### config.mk
export PLATFORM = sky130hd
export DESIGN_NAME = fpp_ports
export DESIGN_NICKNAME = d
export VERILOG_FILES = /design/src/hdl/fpp_pkg.sv /design/src/hdl/fpp_ports.sv
export SDC_FILE = /design/constraint.sdc
export NUM_CORES = 1
export LEC_CHECK = 0
export BUFFER_PORTS_ARGS = -buffer_cell sky130_fd_sc_hd__clkbuf_2
export CAP_MARGIN = 20
export CORE_MARGIN = 3
export CORE_UTILIZATION = 58
export DETAILED_ROUTE_END_ITERATION = 16
export HOLD_SLACK_MARGIN = 0.02
export PLACE_DENSITY = 0.91
export RECOVER_POWER = 25
export SYNTH_ARGS = -nofsm -noshare
export SYNTH_HDL_FRONTEND = slang
export SYNTH_SLANG_ARGS = --single-unit
### constraint.sdc
create_clock -name CLK -period 2.45 [get_ports CLK]
set_input_delay 0.245 -clock CLK [delete_from_list [all_inputs] [get_ports CLK]]
set_output_delay 0.245 -clock CLK [all_outputs]
set_load 0.05 [all_outputs]
### src/hdl/fpp_pkg.sv
// Register map, fixed bit layouts and reset values for the parallel ports
package fpp_pkg;

    // Register offsets on the internal bus
    localparam logic [2:0] OFS_A_DATA = 3'h0;
    localparam logic [2:0] OFS_B_DATA = 3'h1;
    localparam logic [2:0] OFS_C_DATA = 3'h2;
    localparam logic [2:0] OFS_D_DATA = 3'h3;
    localparam logic [2:0] OFS_A_DIR = 3'h4;
    localparam logic [2:0] OFS_B_DIR = 3'h5;
    localparam logic [2:0] OFS_C_DIR = 3'h6;
    localparam logic [2:0] OFS_D_DIR = 3'h7;

    // Implemented bits and constant read values of the narrow ports
    localparam logic [7:0] B_MASK = 8'hE0;
    localparam logic [7:0] B_DATA_FIX = 8'h00;
    localparam logic [7:0] B_DIR_FIX = 8'h1F;
    localparam logic [7:0] D_DATA_MASK = 8'hA0;
    localparam logic [7:0] D_DATA_FIX = 8'h10;
    localparam logic [7:0] D_DIR_MASK = 8'h20;
    localparam logic [7:0] D_DIR_FIX = 8'h00;

    // Field positions inside port B and port D
    localparam int B_SDO_BIT = 5;
    localparam int B_SDI_BIT = 6;
    localparam int B_SCK_BIT = 7;
    localparam int D_IO_BIT = 5;
    localparam int D_CAP_BIT = 7;

    // Reset values
    localparam logic [7:0] DIR_RESET = 8'h00;
    localparam logic [7:0] RDATA_RESET = 8'h00;

endpackage

### src/hdl/fpp_ports.sv
// Four parallel I/O ports with direction control and port A interrupts
//
// Function
// - Port A eight bits, data 0, direction 4
// - Port B three bits, data 1, direction 5
// - Port B pins carry serial out, in, clock
// - Port C eight bits, data 2, direction 6
// - Port D bit5 I/O, bit7 capture input
// - Reset clears directions, keeps data latches
// - Direction one means output, zero input
// - Capture pin always readable through port D
// - Write with direction zero only latches
// - Write with direction one latches and drives
// - Read with direction zero returns pin level
// - Read with direction one returns latch
// - Port A pullup and interrupt by build option
// - Port A interrupt only while pin is input
// - Falling edge of combined sources sets latch
`timescale 1ns/1ps

module fpp_ports #(
    parameter logic [7:0] PULLUP_MASK = 8'h00,
    parameter logic [7:0] IRQ_MASK = 8'h00,
    parameter bit LEVEL_SENSE = 1'b0
) (
    input wire logic CLK,
    input wire logic NRST,
    input wire logic SEL,
    input wire logic RW,
    input wire logic [2:0] ADDR,
    input wire logic [7:0] WDATA,
    output logic [7:0] RDATA,
    input wire logic [7:0] FIRST_PORT_PINS_IN,
    output logic [7:0] FIRST_PORT_PINS_OUT,
    output logic [7:0] FIRST_PORT_PINS_OE,
    output logic [7:0] FIRST_PORT_PULLUP,
    input wire logic SERIAL_OUT_SHARED_PIN_IN,
    output logic SERIAL_OUT_SHARED_PIN_OUT,
    output logic SERIAL_OUT_SHARED_PIN_OE,
    input wire logic SERIAL_IN_SHARED_PIN_IN,
    output logic SERIAL_IN_SHARED_PIN_OUT,
    output logic SERIAL_IN_SHARED_PIN_OE,
    input wire logic SERIAL_CLOCK_SHARED_PIN_IN,
    output logic SERIAL_CLOCK_SHARED_PIN_OUT,
    output logic SERIAL_CLOCK_SHARED_PIN_OE,
    input wire logic [7:0] THIRD_PORT_PINS_IN,
    output logic [7:0] THIRD_PORT_PINS_OUT,
    output logic [7:0] THIRD_PORT_PINS_OE,
    input wire logic FOURTH_PORT_IO_PIN_IN,
    output logic FOURTH_PORT_IO_PIN_OUT,
    output logic FOURTH_PORT_IO_PIN_OE,
    input wire logic CAPTURE_INPUT_PIN_IN,
    input wire logic SERIAL_ENABLE,
    input wire logic SERIAL_DATA_OUT,
    input wire logic SERIAL_CLOCK_OUT,
    input wire logic SERIAL_CLOCK_OE,
    output logic SERIAL_DATA_IN,
    output logic SERIAL_CLOCK_IN,
    output logic TIMER_CAPTURE_FUNCTION_IN,
    input wire logic EXT_IRQ_N,
    input wire logic IRQ_ACK,
    output logic IRQ_REQ
);

    // Read mux for one port: latch where output, pin level where input
    function automatic logic [7:0] mix_read(
        input logic [7:0] latch,
        input logic [7:0] dir,
        input logic [7:0] pin
    );
        mix_read = (latch & dir) | (pin & ~dir);
    endfunction

    // Force unimplemented bits to their constant read value
    function automatic logic [7:0] fix_bits(
        input logic [7:0] val,
        input logic [7:0] mask,
        input logic [7:0] fix
    );
        fix_bits = (val & mask) | (fix & ~mask);
    endfunction

    // Data latches and direction registers
    logic [7:0] a_latch;
    logic [7:0] b_latch;
    logic [7:0] c_latch;
    logic [7:0] d_latch;
    logic [7:0] a_dir;
    logic [7:0] b_dir;
    logic [7:0] c_dir;
    logic [7:0] d_dir;

    // Two-stage synchronisers for all pin inputs
    logic [7:0] a_meta;
    logic [7:0] a_sync;
    logic [7:0] c_meta;
    logic [7:0] c_sync;
    logic [2:0] b_meta;
    logic [2:0] b_sync;
    logic [1:0] d_meta;
    logic [1:0] d_sync;
    logic irq_meta;
    logic irq_sync;

    // Interrupt combining
    logic comb_prev;
    logic irq_latch;
    logic comb_n;
    logic [7:0] a_irq_src;

    // Bus decode
    logic wr_en;
    logic rd_en;
    logic [7:0] b_pin;
    logic [7:0] d_pin;
    logic [7:0] next_rdata;

    // Strobe and read/write qualify every access
    assign wr_en = SEL & ~RW;
    assign rd_en = SEL & RW;

    // Pin synchronisers; first stage feeds only the second
    always_ff @(posedge CLK or negedge NRST)
    begin
        if (!NRST)
        begin
            a_meta <= 8'hFF; // Pulled-up idle level: no false fall
            a_sync <= 8'hFF; // after reset on enabled interrupt pins
            c_meta <= 8'h00;
            c_sync <= 8'h00;
            b_meta <= 3'h0;
            b_sync <= 3'h0;
            d_meta <= 2'h0;
            d_sync <= 2'h0;
            irq_meta <= 1'b1;
            irq_sync <= 1'b1;
        end
        else
        begin
            a_meta <= FIRST_PORT_PINS_IN;
            a_sync <= a_meta;
            c_meta <= THIRD_PORT_PINS_IN;
            c_sync <= c_meta;
            b_meta <= {SERIAL_CLOCK_SHARED_PIN_IN, SERIAL_IN_SHARED_PIN_IN,
                       SERIAL_OUT_SHARED_PIN_IN};
            b_sync <= b_meta;
            d_meta <= {CAPTURE_INPUT_PIN_IN, FOURTH_PORT_IO_PIN_IN};
            d_sync <= d_meta;
            irq_meta <= EXT_IRQ_N;
            irq_sync <= irq_meta;
        end
    end

    // Data latches have no reset: contents survive a chip reset
    always_ff @(posedge CLK)
    begin
        if (wr_en)
        begin
            case (ADDR)
                fpp_pkg::OFS_A_DATA: a_latch <= WDATA;
                fpp_pkg::OFS_B_DATA: b_latch <= WDATA & fpp_pkg::B_MASK;
                fpp_pkg::OFS_C_DATA: c_latch <= WDATA;
                fpp_pkg::OFS_D_DATA:
                    d_latch <= WDATA & fpp_pkg::D_DIR_MASK;
                default: ;
            endcase
        end
    end

    // Direction registers cleared at reset so every pin is an input
    always_ff @(posedge CLK or negedge NRST)
    begin
        if (!NRST)
        begin
            a_dir <= fpp_pkg::DIR_RESET;
            b_dir <= fpp_pkg::DIR_RESET;
            c_dir <= fpp_pkg::DIR_RESET;
            d_dir <= fpp_pkg::DIR_RESET;
        end
        else if (wr_en)
        begin
            case (ADDR)
                fpp_pkg::OFS_A_DIR: a_dir <= WDATA;
                fpp_pkg::OFS_B_DIR: b_dir <= WDATA & fpp_pkg::B_MASK;
                fpp_pkg::OFS_C_DIR: c_dir <= WDATA;
                fpp_pkg::OFS_D_DIR:
                    d_dir <= WDATA & fpp_pkg::D_DIR_MASK;
                default: ;
            endcase
        end
    end

    // Pin levels placed at their bit positions for the read mux
    assign b_pin = {b_sync, 5'h00};
    assign d_pin = {d_sync[1], 1'b0, d_sync[0], 5'h00};

    // Read data, one cycle after the strobe
    always_comb
    begin
        case (ADDR)
            fpp_pkg::OFS_A_DATA: next_rdata = mix_read(a_latch, a_dir, a_sync);
            fpp_pkg::OFS_B_DATA:
                next_rdata = fix_bits(mix_read(b_latch, b_dir, b_pin),
                                      fpp_pkg::B_MASK, fpp_pkg::B_DATA_FIX);
            fpp_pkg::OFS_C_DATA: next_rdata = mix_read(c_latch, c_dir, c_sync);
            // Capture bit has no direction, so always reads the pin
            fpp_pkg::OFS_D_DATA:
                next_rdata = fix_bits(mix_read(d_latch, d_dir, d_pin),
                                      fpp_pkg::D_DATA_MASK,
                                      fpp_pkg::D_DATA_FIX);
            fpp_pkg::OFS_A_DIR: next_rdata = a_dir;
            fpp_pkg::OFS_B_DIR:
                next_rdata = fix_bits(b_dir, fpp_pkg::B_MASK,
                                      fpp_pkg::B_DIR_FIX);
            fpp_pkg::OFS_C_DIR: next_rdata = c_dir;
            fpp_pkg::OFS_D_DIR:
                next_rdata = fix_bits(d_dir, fpp_pkg::D_DIR_MASK,
                                      fpp_pkg::D_DIR_FIX);
            default: next_rdata = fpp_pkg::RDATA_RESET;
        endcase
    end

    // Read register holds its last value between reads
    always_ff @(posedge CLK or negedge NRST)
    begin
        if (!NRST)
            RDATA <= fpp_pkg::RDATA_RESET;
        else if (rd_en)
            RDATA <= next_rdata;
    end

    // Pins A, C and D5; latch drives only where direction is one.
    // Gating out by direction keeps an unwritten latch off the pin.
    always_ff @(posedge CLK or negedge NRST)
    begin
        if (!NRST)
        begin
            FIRST_PORT_PINS_OUT <= 8'h00;
            FIRST_PORT_PINS_OE <= 8'h00;
            THIRD_PORT_PINS_OUT <= 8'h00;
            THIRD_PORT_PINS_OE <= 8'h00;
            FOURTH_PORT_IO_PIN_OUT <= 1'b0;
            FOURTH_PORT_IO_PIN_OE <= 1'b0;
        end
        else
        begin
            FIRST_PORT_PINS_OUT <= a_latch & a_dir;
            FIRST_PORT_PINS_OE <= a_dir;
            THIRD_PORT_PINS_OUT <= c_latch & c_dir;
            THIRD_PORT_PINS_OE <= c_dir;
            FOURTH_PORT_IO_PIN_OUT <= d_latch[fpp_pkg::D_IO_BIT]
                                      & d_dir[fpp_pkg::D_IO_BIT];
            FOURTH_PORT_IO_PIN_OE <= d_dir[fpp_pkg::D_IO_BIT];
        end
    end

    // Port B pins; serial peripheral takes them over while enabled
    always_ff @(posedge CLK or negedge NRST)
    begin
        if (!NRST)
        begin
            SERIAL_OUT_SHARED_PIN_OUT <= 1'b0;
            SERIAL_OUT_SHARED_PIN_OE <= 1'b0;
            SERIAL_IN_SHARED_PIN_OUT <= 1'b0;
            SERIAL_IN_SHARED_PIN_OE <= 1'b0;
            SERIAL_CLOCK_SHARED_PIN_OUT <= 1'b0;
            SERIAL_CLOCK_SHARED_PIN_OE <= 1'b0;
        end
        else if (SERIAL_ENABLE)
        begin
            SERIAL_OUT_SHARED_PIN_OUT <= SERIAL_DATA_OUT;
            SERIAL_OUT_SHARED_PIN_OE <= 1'b1;
            SERIAL_IN_SHARED_PIN_OUT <= 1'b0;
            SERIAL_IN_SHARED_PIN_OE <= 1'b0;
            SERIAL_CLOCK_SHARED_PIN_OUT <= SERIAL_CLOCK_OUT;
            SERIAL_CLOCK_SHARED_PIN_OE <= SERIAL_CLOCK_OE;
        end
        else
        begin
            SERIAL_OUT_SHARED_PIN_OUT <= b_latch[fpp_pkg::B_SDO_BIT]
                                         & b_dir[fpp_pkg::B_SDO_BIT];
            SERIAL_OUT_SHARED_PIN_OE <= b_dir[fpp_pkg::B_SDO_BIT];
            SERIAL_IN_SHARED_PIN_OUT <= b_latch[fpp_pkg::B_SDI_BIT]
                                        & b_dir[fpp_pkg::B_SDI_BIT];
            SERIAL_IN_SHARED_PIN_OE <= b_dir[fpp_pkg::B_SDI_BIT];
            SERIAL_CLOCK_SHARED_PIN_OUT <= b_latch[fpp_pkg::B_SCK_BIT]
                                           & b_dir[fpp_pkg::B_SCK_BIT];
            SERIAL_CLOCK_SHARED_PIN_OE <= b_dir[fpp_pkg::B_SCK_BIT];
        end
    end

    // Synchronised pin levels handed to serial and timer logic
    always_ff @(posedge CLK or negedge NRST)
    begin
        if (!NRST)
        begin
            SERIAL_DATA_IN <= 1'b0;
            SERIAL_CLOCK_IN <= 1'b0;
            TIMER_CAPTURE_FUNCTION_IN <= 1'b0;
            FIRST_PORT_PULLUP <= 8'h00;
        end
        else
        begin
            SERIAL_DATA_IN <= b_sync[1];
            SERIAL_CLOCK_IN <= b_sync[2];
            TIMER_CAPTURE_FUNCTION_IN <= d_sync[1];
            FIRST_PORT_PULLUP <= PULLUP_MASK;
        end
    end

    // Active-low sources: enabled A pins that are inputs, plus the pin
    assign a_irq_src = IRQ_MASK & ~a_dir;
    assign comb_n = irq_sync & (&(a_sync | ~a_irq_src));

    // Falling edge sets the latch; a new edge beats the acknowledge
    always_ff @(posedge CLK or negedge NRST)
    begin
        if (!NRST)
        begin
            comb_prev <= 1'b1;
            irq_latch <= 1'b0;
        end
        else
        begin
            comb_prev <= comb_n;
            if (comb_prev & ~comb_n)
                irq_latch <= 1'b1;
            else if (IRQ_ACK)
                irq_latch <= 1'b0;
        end
    end

    // Request: latch, or low level too when level sense is built in
    always_ff @(posedge CLK or negedge NRST)
    begin
        if (!NRST)
            IRQ_REQ <= 1'b0;
        else
            IRQ_REQ <= irq_latch | (LEVEL_SENSE & ~comb_n);
    end

endmodule

==> results.cfg <==
[clock_network]
clkSlewWorstSetupHoldPaths_ns = 0.06
tritoncts = done
h-tree-depth = 4
insertion_delay_ns = 0.51
cts-hold-fix-buffers = 36
cts_buffers = 17
cts_buffer_depth = 2
cts.sinks = 138
cts_resized = 0
cts-root-buf = clkbuf_8
post_cts_buffers = 0

[timing]
fin_worst_skew_ns = 0.00733
relSlewSlack_pct = 52.9
finalSetupTns_ns = 0
worst_pin_slew_ns = 0.704
finalMaxSlewViolations = 0
min_period_ns = 1.55
setup_viol = 0
setup_ws_ns = 0.900
fmax_mhz = 645
period_share_pct = 63.3
hold_viol = 0
rsz0062_at_grt = false

[grt]
overflow = 0
grt_max_degree = 43
grtUsageTotal_pct = 26.9
grt_pass1_vias = 3482
grt_pass1_wl_mm = 19.2
antenna_found_initial = 0

[detailed_routing]
antenna_left = 0
route.detailed.drc = 0
vias_per_cell = 5.74
firstDrtPassIters = 7
routed_wirelength_mm = 12.4
via_count = 3317
routedWlPerCell_um = 21.4
drt_iter0_drc = 288

[cells_and_area]
final_layout_size_suffix_gt1_share_pct = 36.1
stdcell_count = 578
antenna_cells = 0
fillers = 408
final_area_um2 = 6370
area_growth_pct = 30.9
num-nets-final = 505

[floorplan]
core-area_um2 = 7930
dieArea_um2 = 9530
die_x_um = 97.6
io-pin-count = 102
row_count = 32
die_y_um = 97.6
initial_core_util_pct = 61.4

[placement]
dp_slack_ns = 0.784
dp.cells = 510
port_buffers = 93
postPlaceCellArea_um2 = 5410
place_hpwl_mm = 6.93
place_congestion = 0.820

[min_path]
hold_class = in2reg
hold_depth = 4
min_from = ADDR[2]
hold-path-endpoint = RDATA[5]

[yosys]
syn_avg_cell_area_um2 = 15.3
syn_inst = 318
synth-edff-count = 20
async_reset_ff_share_pct = 85.5
synthDistinctLibCells = 46
synth_area_leader_cell = dfrtp_1
synthTopCellsByArea = dfrtp_1 (51%), edfxtp_1 (12%), dfstp_2 (10%)
synthMuxAreaShare_pct = 6.94
ys_seq_area_share_pct = 73.5
yosysTopAreaCellShare_pct = 50.9
synth-seq-cells = 138
synthXorXnorAreaFrac_pct = 0
synth_ff_type = dfrtp_1
synth_fa_ha_area_share_pct = 0
synth-simple-area-share_pct = 8.30
synth_top_family_by_area = simple AND/OR/NAND/NOR gates
synth_area_um2 = 4870
ys.warnings.count = 0
synth_compound_area_share_pct = 7.66

[run_status]
outcome = complete, no violations

[critical_path]
r2r-end = RDATA[4]
worstPathRequired_ns = 2.84
r2r_cells = 4
slowest_stage = a2111oi_0
rr_startpoint = a_dir[4]
reg2reg_slack_ns = 0.90
slowest_delay_ns = 0.52
cp.arrival_ns = 1.95
crit_chain = and2_1 -> a2111oi_0 -> a311oi_1 -> a22o_1
cp-end-kind = register
path_class = reg2reg
crit_fanout = 4
start_kind = register

[power]
peakVddDrop_v = 0.000733
cellPowerDensity_nw_per_um2 = 1020
leakagePower_nw = 2.97

[flow_run]
maxCapViolCount = 0
==> cells in the mapped netlist (all sizes together) (2+ instances only) <==
library cell,n
a21oi,22
a221oi,2
a22o,2
a31oi,5
and2,19
buf,16
clkbuf,2
dfrtp,99
dfstp,19
edfxtp,20
inv,6
mux2,22
mux2i,9
nand2,10
nand2b,10
nor2,7
nor2b,2
nor3,4
o211a,4
o21ai,19
or2,2
or3,2
or3b,2
==> area by class of cell <==
cell class | instances | area [um^2] | share of cell area, %
clock inverters | 15 | 188 | 2.94
well taps | 102 | 128 | 2.00
flip-flops and latches | 138 | 3580 | 56.1
clock buffers | 17 | 414 | 6.50
inverters | 6 | 22.5 | 0.353
repair buffers | 137 | 900 | 14.1
multi-input cells | 163 | 1140 | 18.0
==> cells in the final DEF, fill, tap and decap left out, types with 3 or more instances in the layout <==
cell and n:
a21oi_1 22, a31oi_1 5, and2_1 19, buf_4 8, bufinv_16 3, clkbuf_16 16
clkbuf_2 91, clkinv_4 4, conb_1 8, dfrtp_1 99, dfstp_2 19, dlygate4sd3_1 36
edfxtp_1 20, inv_1 6, inv_6 5, mux2_1 10, mux2_2 12, mux2i_1 9
nand2_1 9, nand2b_1 9, nor2_1 5, nor3_1 3, o211a_1 4, o21ai_0 17
==> kinds of logic after synthesis <==
kind of cell / Yosys count
buf+inv: 24
compound gates: 61
simple gates: 63
flops: 138
mux: 31
other cells: 1
==> worst max-delay path, delay by kind of cell (launching register included) <==
family | cells | cell delay [ns]
DFF | 1 | 0.41
AOI/OAI and AO/OA | 3 | 0.84
and+or+nand+nor | 1 | 0.19
==> worst max-delay path by stage <==
| stage | from | to | slack [ns] | cells past startpoint |
|---|---|---|---|---|
| after floorplan | ADDR[2] | c_latch[0] | 0.90 | 3 |
| after global placement | ADDR[0] | a_latch[1] | 0.84 | 3 |
| after detailed placement | ADDR[0] | a_latch[5] | 0.78 | 3 |
| after CTS | a_dir[4] | RDATA[4] | 0.92 | 4 |
| after global routing | a_dir[4] | RDATA[4] | 0.80 | 4 |
| final | a_dir[4] | RDATA[4] | 0.90 | 4 |
==> where the power goes <==
| group | switching (W) | internal [W] |
|---|---|---|
| Clock | 0.00102 | 0.00157 |
| Sequential | 0.000193 | 0.00259 |
| Combinational | 0.000805 | 0.000312 |
| Total | 0.00202 | 0.00448 |
==> per-layer routing <==
layer	track usage, %	up-vias	share of wire [%]
li1	-	1386	-
met1	31.6	1662	36
met2	45.1	210	51
met3	8.11	59	7.9
met4	13.0	0	4.5
met5	0	-	0
==> through the flow <==
stage,utilization [%],power [W],hold WS (ns)
4_1_cts,80.4,0.00648,0.137
2_1_floorplan,-,0.00352,-0.0506
3_5_place_dp,68.3,0.00385,0.188
5_1_grt,80.4,0.00670,0.166
6_report,80.4,0.00649,0.160
3_3_place_gp,68.3,0.00380,0.180
Power figures use the tool's default switching activity.
